--- src/core/cmhp_defs.vh ---
// Constants for the counter module host port
`ifndef CMHP_DEFS_VH
`define CMHP_DEFS_VH
// Port offsets
`define CMHP_OFS_INFO 5'h00
`define CMHP_OFS_PNUM 5'h01
`define CMHP_OFS_IRQ 5'h02
`define CMHP_OFS_CMD 5'h10
`define CMHP_OFS_DATA 5'h11
`define CMHP_COMMON_TOP 5'h0f
// Identification values (arbitrary)
`define CMHP_CATEGORY 4'h5
`define CMHP_REVISION 4'h1
`define CMHP_PRODUCT_NUM 8'h2a
// Commands
`define CMHP_C_INIT0 8'h00
`define CMHP_C_MODE0 8'h01
`define CMHP_C_ZCLR0 8'h02
`define CMHP_C_CMP0 8'h03
`define CMHP_C_FILT0 8'h04
`define CMHP_C_INIT1 8'h05
`define CMHP_C_MODE1 8'h06
`define CMHP_C_ZCLR1 8'h07
`define CMHP_C_CMP1 8'h08
`define CMHP_C_FILT1 8'h09
`define CMHP_C_LATCH 8'h14
`define CMHP_C_MASK 8'h15
`define CMHP_C_SENSE 8'h16
`define CMHP_C_TIMER 8'h17
`define CMHP_C_TSTART 8'h18
`define CMHP_C_ONESHOT 8'h19
// Reset values and constants
`define CMHP_MASK_RST 3'h7
`define CMHP_CMD_RST 8'hff
`define CMHP_CMD_PORT_RD 8'hff
`define CMHP_IDLE_RD 8'h00
`define CMHP_MODE_INDEX_POLARITY_SELECT 5
`endif

--- src/core/cmhp_chan.v ---
// Per-channel setting store, latch snapshot and status byte
`timescale 1ns/1ps
`include "cmhp_defs.vh"
module cmhp_chan (
    input wire i_clk,
    input wire i_arst_n,
    input wire i_ce,
    input wire i_wr_init,
    input wire i_wr_mode,
    input wire i_wr_zclr,
    input wire i_wr_cmp,
    input wire i_wr_filt,
    input wire [1:0] i_byte_idx,
    input wire [7:0] i_wdata,
    input wire i_latch,
    input wire [23:0] i_count,
    input wire i_count_down,
    input wire i_abnormal,
    input wire i_ph_a,
    input wire i_ph_b,
    input wire i_ph_z,
    input wire i_gen_in,
    output wire [23:0] o_init,
    output wire o_init_load,
    output wire [7:0] o_mode,
    output wire [2:0] o_zclr,
    output wire [23:0] o_cmp,
    output wire [3:0] o_filt,
    output wire [23:0] o_snap,
    output wire [7:0] o_status
);
    reg [23:0] init_reg;
    reg init_load_reg;
    reg [7:0] mode_reg;
    reg [2:0] zclr_reg;
    reg [23:0] cmp_reg;
    reg [3:0] filt_reg;
    reg [23:0] snap_reg;
    wire compare_match_n;
    wire zview;

    always @(posedge i_clk or negedge i_arst_n)
    begin
        if (!i_arst_n)
        begin
            init_reg <= 24'h000000;
            init_load_reg <= 1'b0;
            mode_reg <= 8'h00;
            zclr_reg <= 3'h0;
            cmp_reg <= 24'h000000;
            filt_reg <= 4'h0;
        end
        else if (i_ce)
        begin
            init_load_reg <= 1'b0;
            if (i_wr_init)
            begin
                init_reg[i_byte_idx*8 +: 8] <= i_wdata;
                init_load_reg <= (i_byte_idx == 2'd2);
            end
            if (i_wr_cmp)
                cmp_reg[i_byte_idx*8 +: 8] <= i_wdata;
            if (i_wr_mode)
                mode_reg <= i_wdata;
            if (i_wr_zclr)
                zclr_reg <= {i_wdata[2:1], 1'b0};
            if (i_wr_filt)
                filt_reg <= i_wdata[3:0];
        end
    end

    // Snapshot left unreset: undefined until first latch
    always @(posedge i_clk)
    begin
        if (i_ce && i_latch)
            snap_reg <= i_count;
    end

    assign compare_match_n = (i_count != cmp_reg);
    assign zview = i_ph_z ^ mode_reg[`CMHP_MODE_INDEX_POLARITY_SELECT];
    // Bit order AI Z A B 1 U/D EQ U
    assign o_status = {i_abnormal, zview, i_ph_a, i_ph_b, 1'b1,
                       i_count_down, compare_match_n, i_gen_in};
    assign o_init = init_reg;
    assign o_init_load = init_load_reg;
    assign o_mode = mode_reg;
    assign o_zclr = zclr_reg;
    assign o_cmp = cmp_reg;
    assign o_filt = filt_reg;
    assign o_snap = snap_reg;
endmodule

--- src/core/cmhp_sync.v ---
// Two-stage synchroniser for a bundle of pin inputs
`timescale 1ns/1ps
module cmhp_sync #(
    parameter W = 8
) (
    input wire i_clk,
    input wire i_arst_n,
    input wire i_ce,
    input wire [W-1:0] i_d,
    output wire [W-1:0] o_q
);
    reg [W-1:0] s1_reg;
    reg [W-1:0] s2_reg;
    always @(posedge i_clk or negedge i_arst_n)
    begin
        if (!i_arst_n)
        begin
            s1_reg <= {W{1'b0}};
            s2_reg <= {W{1'b0}};
        end
        else if (i_ce)
        begin
            s1_reg <= i_d;
            s2_reg <= s1_reg;
        end
    end
    assign o_q = s2_reg;
endmodule

--- src/core/cmhp_top.v ---
// Host port of the two-channel counter module
// What this block does
// - Offsets 0 to F hold the common family layout; counter ports sit above.
// - Offset 0 reads category code high nibble, revision low nibble.
// - Offset 1 reads a fixed eight-bit product number.
// - Offset 2 bit 7 reads one when the interrupt source is enabled.
// - Offset 2 bit 6 is one whenever any level bit is one.
// - Offset 2 low bits show selected level; bits 5 to 3 read zero.
// - Write to offset 2 stores enable bit 7 and level bits 2 to 0.
// - Command port write selects register reached through the data port.
// - Per-channel write commands 00-04 and 05-09 load the settings.
// - Z clear command keeps bits 2 and 1, bit 0 zero.
// - Command 17 loads timer value; command 18 bit 0 starts timer.
// - Command 19 loads the one-shot pulse width.
// - Count read returns low, middle, high bytes of latched count.
// - Readback snapshot is undefined before the first latch.
// - Status byte: AI, Z, A, B, one, direction, match_n, generic input.
// - Abnormal flag sets on simultaneous change of both count inputs.
// - Z status bit follows input, inverted under negative logic.
// - Phase A and B status bits show levels without inversion.
// - Direction bit reads zero counting up, one counting down.
// - Match bit reads zero on equal, one when different.
// - Mask command holds timer and channel bits, all set after reset.
// - Sense bits stay set until cleared by the sense reset command.
// - Generic input unfiltered; phase bits come from the filtered path.
`timescale 1ns/1ps
`include "cmhp_defs.vh"
module cmhp_top (
    input wire I_CLK_SYS,
    input wire I_ARST_N,
    input wire I_CE,
    input wire [4:0] I_ADDR,
    input wire I_RD,
    input wire I_WR,
    input wire [7:0] I_WDATA,
    output wire [7:0] O_RDATA,
    input wire [23:0] I_COUNT0,
    input wire [23:0] I_COUNT1,
    input wire I_DOWN0,
    input wire I_DOWN1,
    input wire [1:0] I_CHG_A,
    input wire [1:0] I_CHG_B,
    input wire [1:0] I_FILT_A,
    input wire [1:0] I_FILT_B,
    input wire [1:0] I_FILT_Z,
    input wire [1:0] I_GEN_IN,
    input wire [1:0] I_MATCH_EV,
    input wire I_TIMER_EV,
    output wire [23:0] O_INIT0,
    output wire [23:0] O_INIT1,
    output wire O_INIT_LOAD0,
    output wire O_INIT_LOAD1,
    output wire [7:0] O_MODE0,
    output wire [7:0] O_MODE1,
    output wire [2:0] O_ZCLR0,
    output wire [2:0] O_ZCLR1,
    output wire [23:0] O_CMP0,
    output wire [23:0] O_CMP1,
    output wire [3:0] O_FILT0,
    output wire [3:0] O_FILT1,
    output wire [7:0] O_TIMER_VAL,
    output wire O_TIMER_START,
    output wire [7:0] O_ONESHOT_W,
    output wire [2:0] O_SENSE,
    output wire [2:0] O_MASK,
    output wire O_IRQ_REQ,
    output wire O_IRQ_EN,
    output wire [2:0] O_IRQ_LEVEL
);
    // ****************************************************************
    // Pin synchronisers
    // ****************************************************************
    // Generic input and phase changes arrive from the pins
    wire [1:0] gen_s;
    wire [1:0] chg_a_s;
    wire [1:0] chg_b_s;
    cmhp_sync #(.W(6)) u_sync (
        .i_clk(I_CLK_SYS),
        .i_arst_n(I_ARST_N),
        .i_ce(I_CE),
        .i_d({I_GEN_IN, I_CHG_A, I_CHG_B}),
        .o_q({gen_s, chg_a_s, chg_b_s})
    );

    // ****************************************************************
    // Bus decode
    // ****************************************************************
    wire wr_irq;
    wire wr_cmd;
    wire wr_data;
    wire rd_data;
    assign wr_irq = I_CE & I_WR & (I_ADDR == `CMHP_OFS_IRQ);
    assign wr_cmd = I_CE & I_WR & (I_ADDR == `CMHP_OFS_CMD);
    assign wr_data = I_CE & I_WR & (I_ADDR == `CMHP_OFS_DATA);
    assign rd_data = I_CE & I_RD & (I_ADDR == `CMHP_OFS_DATA);

    reg [7:0] cmd_reg;
    reg [1:0] byte_reg;
    reg irq_en_reg;
    reg [2:0] irq_lvl_reg;
    reg [2:0] mask_reg;
    reg [2:0] sense_reg;
    reg [1:0] ai_reg;
    reg [7:0] timer_reg;
    reg timer_start_reg;
    reg [7:0] oneshot_reg;
    reg [7:0] rdata_reg;
    reg [7:0] rdata_next;
    reg [2:0] sense_next;

    // ****************************************************************
    // Command and byte sequencer
    // ****************************************************************
    // A data access advances the byte pointer; wraps after high byte
    always @(posedge I_CLK_SYS or negedge I_ARST_N)
    begin
        if (!I_ARST_N)
        begin
            cmd_reg <= `CMHP_CMD_RST;
            byte_reg <= 2'd0;
        end
        else if (I_CE)
        begin
            if (wr_cmd)
            begin
                cmd_reg <= I_WDATA;
                byte_reg <= 2'd0;
            end
            else if (wr_data || rd_data)
                byte_reg <= (byte_reg == 2'd2) ? 2'd0 : byte_reg + 2'd1;
        end
    end

    // ****************************************************************
    // Command strobes
    // ****************************************************************
    // Data-port writes under any other command are dropped
    wire wr_mask;
    wire wr_sense;
    wire wr_timer;
    wire wr_tstart;
    wire wr_oneshot;
    wire [2:0] wr_src_bits;
    wire [7:0] mask_view;
    wire [7:0] sense_view;
    wire [1:0] ai_set;
    assign wr_mask = wr_data & (cmd_reg == `CMHP_C_MASK);
    assign wr_sense = wr_data & (cmd_reg == `CMHP_C_SENSE);
    assign wr_timer = wr_data & (cmd_reg == `CMHP_C_TIMER);
    assign wr_tstart = wr_data & (cmd_reg == `CMHP_C_TSTART);
    assign wr_oneshot = wr_data & (cmd_reg == `CMHP_C_ONESHOT);
    // Mask and sense share one layout: timer at bit 4, channels low
    assign wr_src_bits = {I_WDATA[4], I_WDATA[1:0]};
    assign mask_view = {3'b000, mask_reg[2], 2'b00, mask_reg[1:0]};
    assign sense_view = {3'b000, sense_reg[2], 2'b00, sense_reg[1:0]};
    // Both inputs changing together flags abnormal input
    assign ai_set = chg_a_s & chg_b_s;

    // ****************************************************************
    // Channel strobes
    // ****************************************************************
    wire [1:0] latch_pulse;
    wire [7:0] status0;
    wire [7:0] status1;
    wire [23:0] snap0;
    wire [23:0] snap1;
    wire wr_latch;
    assign wr_latch = wr_data & (cmd_reg == `CMHP_C_LATCH);
    // Bit 0 latch_first_channel, bit 1 latch_second_channel
    assign latch_pulse = wr_latch ? I_WDATA[1:0] : 2'b00;

    cmhp_chan u_ch0 (
        .i_clk(I_CLK_SYS),
        .i_arst_n(I_ARST_N),
        .i_ce(I_CE),
        .i_wr_init(wr_data & (cmd_reg == `CMHP_C_INIT0)),
        .i_wr_mode(wr_data & (cmd_reg == `CMHP_C_MODE0)),
        .i_wr_zclr(wr_data & (cmd_reg == `CMHP_C_ZCLR0)),
        .i_wr_cmp(wr_data & (cmd_reg == `CMHP_C_CMP0)),
        .i_wr_filt(wr_data & (cmd_reg == `CMHP_C_FILT0)),
        .i_byte_idx(byte_reg),
        .i_wdata(I_WDATA),
        .i_latch(latch_pulse[0]),
        .i_count(I_COUNT0),
        .i_count_down(I_DOWN0),
        .i_abnormal(ai_reg[0]),
        .i_ph_a(I_FILT_A[0]),
        .i_ph_b(I_FILT_B[0]),
        .i_ph_z(I_FILT_Z[0]),
        .i_gen_in(gen_s[0]),
        .o_init(O_INIT0),
        .o_init_load(O_INIT_LOAD0),
        .o_mode(O_MODE0),
        .o_zclr(O_ZCLR0),
        .o_cmp(O_CMP0),
        .o_filt(O_FILT0),
        .o_snap(snap0),
        .o_status(status0)
    );

    cmhp_chan u_ch1 (
        .i_clk(I_CLK_SYS),
        .i_arst_n(I_ARST_N),
        .i_ce(I_CE),
        .i_wr_init(wr_data & (cmd_reg == `CMHP_C_INIT1)),
        .i_wr_mode(wr_data & (cmd_reg == `CMHP_C_MODE1)),
        .i_wr_zclr(wr_data & (cmd_reg == `CMHP_C_ZCLR1)),
        .i_wr_cmp(wr_data & (cmd_reg == `CMHP_C_CMP1)),
        .i_wr_filt(wr_data & (cmd_reg == `CMHP_C_FILT1)),
        .i_byte_idx(byte_reg),
        .i_wdata(I_WDATA),
        .i_latch(latch_pulse[1]),
        .i_count(I_COUNT1),
        .i_count_down(I_DOWN1),
        .i_abnormal(ai_reg[1]),
        .i_ph_a(I_FILT_A[1]),
        .i_ph_b(I_FILT_B[1]),
        .i_ph_z(I_FILT_Z[1]),
        .i_gen_in(gen_s[1]),
        .o_init(O_INIT1),
        .o_init_load(O_INIT_LOAD1),
        .o_mode(O_MODE1),
        .o_zclr(O_ZCLR1),
        .o_cmp(O_CMP1),
        .o_filt(O_FILT1),
        .o_snap(snap1),
        .o_status(status1)
    );

    // ****************************************************************
    // Interrupt, mask, sense, timer settings
    // ****************************************************************
    // Sense events win over a same-cycle clear so no event is lost
    always @*
    begin
        sense_next = sense_reg;
        if (wr_sense)
            sense_next = sense_next & ~wr_src_bits;
        sense_next = sense_next | {I_TIMER_EV, I_MATCH_EV};
    end

    always @(posedge I_CLK_SYS or negedge I_ARST_N)
    begin
        if (!I_ARST_N)
        begin
            irq_en_reg <= 1'b0;
            irq_lvl_reg <= 3'h0;
            mask_reg <= `CMHP_MASK_RST;
            sense_reg <= 3'h0;
            ai_reg <= 2'b00;
            timer_reg <= 8'h00;
            timer_start_reg <= 1'b0;
            oneshot_reg <= 8'h00;
        end
        else if (I_CE)
        begin
            timer_start_reg <= 1'b0;
            sense_reg <= sense_next;
            ai_reg <= ai_reg | ai_set;
            if (wr_irq)
            begin
                irq_en_reg <= I_WDATA[7];
                irq_lvl_reg <= I_WDATA[2:0];
            end
            if (wr_mask)
                mask_reg <= wr_src_bits;
            if (wr_timer)
                timer_reg <= I_WDATA;
            if (wr_tstart)
                timer_start_reg <= I_WDATA[0];
            if (wr_oneshot)
                oneshot_reg <= I_WDATA;
        end
    end

    // ****************************************************************
    // Read mux
    // ****************************************************************
    // Registered data, valid one edge after the read strobe
    always @*
    begin
        rdata_next = `CMHP_IDLE_RD;
        if (I_ADDR <= `CMHP_COMMON_TOP)
        begin
            case (I_ADDR)
                `CMHP_OFS_INFO:
                    rdata_next = {`CMHP_CATEGORY, `CMHP_REVISION};
                `CMHP_OFS_PNUM:
                    rdata_next = `CMHP_PRODUCT_NUM;
                `CMHP_OFS_IRQ:
                    rdata_next = {irq_en_reg, |irq_lvl_reg, 3'b000,
                                  irq_lvl_reg};
                default:
                    rdata_next = `CMHP_IDLE_RD;
            endcase
        end
        else if (I_ADDR == `CMHP_OFS_CMD)
            rdata_next = `CMHP_CMD_PORT_RD;
        else if (I_ADDR == `CMHP_OFS_DATA)
        begin
            // Any data-port read also steps the byte pointer
            case (cmd_reg)
                `CMHP_C_INIT0:
                    rdata_next = snap0[byte_reg*8 +: 8];
                `CMHP_C_INIT1:
                    rdata_next = snap1[byte_reg*8 +: 8];
                `CMHP_C_MODE0:
                    rdata_next = status0;
                `CMHP_C_MODE1:
                    rdata_next = status1;
                `CMHP_C_MASK:
                    rdata_next = mask_view;
                `CMHP_C_SENSE:
                    rdata_next = sense_view;
                default:
                    rdata_next = `CMHP_IDLE_RD;
            endcase
        end
    end

    always @(posedge I_CLK_SYS or negedge I_ARST_N)
    begin
        if (!I_ARST_N)
            rdata_reg <= `CMHP_IDLE_RD;
        else if (I_CE && I_RD)
            rdata_reg <= rdata_next;
    end

    // ****************************************************************
    // Outputs
    // ****************************************************************
    assign O_RDATA = rdata_reg;
    assign O_TIMER_VAL = timer_reg;
    assign O_TIMER_START = timer_start_reg;
    assign O_ONESHOT_W = oneshot_reg;
    assign O_SENSE = sense_reg;
    assign O_MASK = mask_reg;
    // Request only for unmasked sense; held until sense reset
    assign O_IRQ_REQ = irq_en_reg & |(sense_reg & ~mask_reg);
    assign O_IRQ_EN = irq_en_reg;
    assign O_IRQ_LEVEL = irq_lvl_reg;
endmodule

--- config.mk ---
export PLATFORM = sky130hd
export DESIGN_NAME = cmhp_top
export DESIGN_NICKNAME = d
export VERILOG_FILES = /design/src/core/cmhp_chan.v /design/src/core/cmhp_sync.v /design/src/core/cmhp_top.v
export VERILOG_INCLUDE_DIRS = /design/src /design/src/core
export SDC_FILE = /design/constraint.sdc
export NUM_CORES = 1
export LEC_CHECK = 0
export ABC_AREA = 1
export BUFFER_PORTS_ARGS = -buffer_cell sky130_fd_sc_hd__clkbuf_2
export CAP_MARGIN = 20
export CELL_PAD_IN_SITES_DETAIL_PLACEMENT = 1
export CELL_PAD_IN_SITES_GLOBAL_PLACEMENT = 1
export CORE_AREA = 4 4 177 179
export DETAILED_ROUTE_END_ITERATION = 8
export DIE_AREA = 0 0 181 183
export GPL_TIMING_DRIVEN = 0
export HOLD_SLACK_MARGIN = 0.08
export PLACE_DENSITY = 0.78
export SYNTH_ARGS = -nofsm -noshare
export SYNTH_HDL_FRONTEND = slang
export SYNTH_SLANG_ARGS = --single-unit
--- constraint.sdc ---
create_clock -name I_CLK_SYS -period 3.7 [get_ports I_CLK_SYS]
set_clock_uncertainty 0.1 [all_clocks]
set_input_delay 0.37 -clock I_CLK_SYS [delete_from_list [all_inputs] [get_ports I_CLK_SYS]]
set_output_delay 0.37 -clock I_CLK_SYS [all_outputs]
set_load 0.01 [all_outputs]
==> results by stage <==
Outcome:
- The flow ran to the end, and the final reports show no timing, DRC or antenna violations.

Global routing:
- For this run, the total global-route usage over all layers was measured as ~23%.
- The wire length of the first global-routing pass is about 60000 um.
- The number of antenna violations at the first check in global routing is 3.
- Entering global routing, the biggest net connects ~110 pins.
- The via count of the first global-routing pass was just over 10000.
- The total overflow left after global routing is 0.

Synth:
- The area of the mapped netlist is just over 10000 um^2.
- Of all flip-flops after synthesis, the portion carrying an async set or reset was between 70% and 80%.
- The cell count after synthesis came out at around 1200.
- By area the synthesized netlist is led by sky130_fd_sc_hd__dfrtp_1 42%, sky130_fd_sc_hd__edfxtp_1 14%, sky130_fd_sc_hd__nand2_1 13%, sky130_fd_sc_hd__o21ai_0 6.9%, sky130_fd_sc_hd__inv_1 4.2%.
- In this run, synthesis produced a sequential element count of 233.
- The number of flops mapped to enable cells by yosys is 48.
- sky130_fd_sc_hd__dfrtp_1 takes more of the synthesized area than any other cell.
- Sequential elements use around 60% of the synthesized area.
- By instance count, the leading cell after synthesis is sky130_fd_sc_hd__nand2_1.
- The fraction of synthesized cell area taken by the top area cell type is between 40% and 50%.
- Each instance of the synthesized netlist takes up on average 8.95 um^2.
- The commonest cells after synthesis are 357 x sky130_fd_sc_hd__nand2_1, 174 x sky130_fd_sc_hd__dfrtp_1, 143 x sky130_fd_sc_hd__o21ai_0.
- The netlist uses 39 different library cells.
- During synthesis, Yosys emitted a total of 0 warnings.
- In the synthesized netlist the dominant register cell turns out to be sky130_fd_sc_hd__dfrtp_1.

CTS:
- At the later pin of the worst-skew pair, clock insertion delay measures 0.54 ns.
- The clock passes through at most 3 buffers.
- The number of setup buffers added after CTS is 0.
- The clock edge transition at the registers on the reported setup and hold paths is ~0.06 ns.
- The total number of clock tree sinks is between 200 and 250.
- CTS built an H-tree with a depth of 1.
- TritonCTS created 26 clock buffers.
- The CTS tree is yes.
- The tree is rooted in a sky130_fd_sc_hd__clkbuf_16.

Floorplanning:
- The standard cell core area is roughly 30000 um^2.
- The full die area is 33100 um^2.
- The width of the chip is approximately 180 um.
- The I/O pin count is roughly 250.
- The initial utilization of the core area, before any placement, comes to between 30% and 40%.
- The floorplan step set the die height to ~180 um.
- The number of standard-cell rows in the floorplan is 63.

Power and ir drop:
- Power comes to 6.24 mW.
- For this design the ratio of total power to cell area is 461 nW/um^2.
- The worst-case IR drop observed on VDD is about 260 uV.
- The static leakage is ~6.4 nW.

Worst setup path:
- The critical-path cell with the highest stage delay is sky130_fd_sc_hd__nor3_1.
- The critical path is of the flop to flop type.
- For this run, the slowest stage of the critical path takes 0.79 ns.
- The setup slack of the most critical reg-to-reg path is 0.35 ns.
- The critical path goes through clkinv_1 -> clkbuf_1 -> ha_1 -> buf_2 -> inv_1 -> nor3_1 -> nand2_1 -> o21ai_0.
- The maximum net fanout on the critical path is 11.
- STA classifies the critical path startpoint as a flop.
- STA classifies the critical path endpoint as a flop.
- At the worst endpoint, the arrival time is 3.67 ns.
- The required time of the critical path is around 4 ns.

STA:
- For the pin with the worst max-slew slack, the measured transition is between 1 and 1.5 ns.
- The final-report hold violation count was 0.
- The fmax is 299 MHz.
- The tightest hold path in the finished design has a slack of about 0.13 ns.
- The final critical path takes up 90.4% of the cycle.
- Setup repair after global routing left no endpoint under its margin.
- The final-report setup violation count is 0.
- Setup total negative slack on the finished layout was measured at 0 ns.
- The worst relative slew slack is 31.8%.
- For the finished layout, the period the worst path requires is between 3 and 4 ns.
- The count of pins over their slew limit is 0.

Detailed routing:
- Dividing the detail-routed via count by the number of cells gives about 5.0.
- The detail route stage leaves a number of antenna-violating nets equal to 0.
- The routed wire length is between 30000 and 40000 um.
- After the first detailed-routing iteration, the DRC count stood at ~630.
- The routed wirelength normalized by instance count is ~21 um.
- For this block, the via count after detailed routing is approximately 9400.
- For this run, the detailed router's first-pass iteration total came to 4.
- After detailed routing, the number of remaining DRC violations is 0.

Cells and area:
- Compared with the post-synthesis result, the final layout area differs by 31.3%.
- The fraction of layout instances using a drive strength above 1 is a little under a quarter.
- The number of cells in the finished layout apart from fillers is 1900.
- The final-stage net count is 1573.
- The finished cells cover between 10000 and 15000 um^2.

Flow run:
- The number of max-cap violations is 0.

Placed design:
- The count of buffers inserted at the top-level ports is 244.
- The weighted congestion at the end of routability-driven global placement is about 0.84.
- After detailed placement, the design holds a cell count of 1791.
- Once detailed placement completed, the half-perimeter wirelength came to around 28000 um.
- The instance area after placement is about 12000 um^2.

Min path:
- The worst hold path belongs to the class primary input to flop.
[cell usage in the layout, fill, tap and decap left out, types with 6 or more instances in the layout]
master                          instances
sky130_fd_sc_hd__nand2_2                6
sky130_fd_sc_hd__o21ai_0              143
sky130_fd_sc_hd__edfxtp_1              48
sky130_fd_sc_hd__inv_1                115
sky130_fd_sc_hd__nor2_1                76
sky130_fd_sc_hd__buf_6                  6
sky130_fd_sc_hd__a21oi_1               14
sky130_fd_sc_hd__o22ai_1                6
sky130_fd_sc_hd__clkbuf_1              26
sky130_fd_sc_hd__o21ai_1               15
sky130_fd_sc_hd__clkbuf_2             243
sky130_fd_sc_hd__o21a_1                16
sky130_fd_sc_hd__dfstp_2               11
sky130_fd_sc_hd__xnor2_1               22
sky130_fd_sc_hd__nand4_1                9
sky130_fd_sc_hd__or2_2                  7
sky130_fd_sc_hd__nand3_1               40
sky130_fd_sc_hd__nand2_1              357
sky130_fd_sc_hd__dfrtp_1              174
sky130_fd_sc_hd__dlygate4sd3_1         58
sky130_fd_sc_hd__o211ai_1               6
sky130_fd_sc_hd__buf_4                  6
sky130_fd_sc_hd__nor3_1                 9
sky130_fd_sc_hd__nor2_2                 7
sky130_fd_sc_hd__clkbuf_16             27
sky130_fd_sc_hd__buf_2                 11
sky130_fd_sc_hd__clkbuf_8               6
[through the flow]
step                setup slack (ns)  utilization, %
floorplan                      0.275               -
global placement               -1.48            40.6
detailed placement             0.422            40.9
CTS                            0.411            45.7
global route                   0.124            45.8
finish                         0.354            45.8
[critical path, delay by kind of cell, from the launching register on]
kind            cells  cell delay, ns
compound gates      1            0.33
flops               1            0.43
fa+ha+maj           1            0.21
simple gates        2            1.20
buf+inv             4            0.96
[power by group]
group | internal (mW) | total (mW) | switching, mW
Clock | 1.51 | 2.57 | 1.06
Combinational | 0.273 | 0.920 | 0.646
Sequential | 2.70 | 2.75 | 0.0526
Total | 4.48 | 6.24 | 1.76
[path summary, 6_finish.rpt]
check | cells after the start | startpoint | to
max | 8 | byte_reg[0] | u_ch0.o_cmp[2]
min | 4 | I_ADDR[1] | O_RDATA[4]
max reg2reg | 8 | byte_reg[0] | u_ch0.o_cmp[2]
min reg2reg | 2 | ai_reg[1] | ai_reg[1]
max in group asynchronous | 3 | I_ARST_N | u_ch0.o_cmp[23]
min in group asynchronous | 2 | I_ARST_N | u_ch1.o_init[3]
[cells by family after synthesis]
group | count (synthesis) | share of synthesized area, %
compound gates | 208 | 11.0
xor+xnor | 26 | 2.21
fa+ha+maj | 3 | 0.364
buf+inv | 156 | 6.18
flops | 233 | 59.1
other cells | 1 | 0.0364
simple gates | 524 | 21.1
[layout make-up]
class,instances,area (um^2)
sequential,233,6080
inverter,122,458
fill,3533,16000
timing repair buffer,307,1880
buffer,34,179
tap,390,488
clock inverter,5,50.0
clock buffer,43,786
multi-input combinational,763,3590
antenna,3,7.51
[repair_timing]
action | 4_1_cts | 5_1_grt
endpoints found under the setup margin | 0 | 0
gates resized for setup | 0 | 0
hold endpoints to repair | 137 | 0
hold buffers | 58 | 0
[per-layer routing]
layer | wire, um | part of all wire, % | vias to the layer above | GRT usage [%]
met5 | 0 | 0 | - | 0
met4 | 1270 | 3.2 | 0 | 7.42
met3 | 2190 | 5.5 | 88 | 3.97
met2 | 19200 | 49 | 300 | 39.3
met1 | 16800 | 43 | 4681 | 29.6
li1 | - | - | 4373 | -
(Power assumes the default switching activity.)
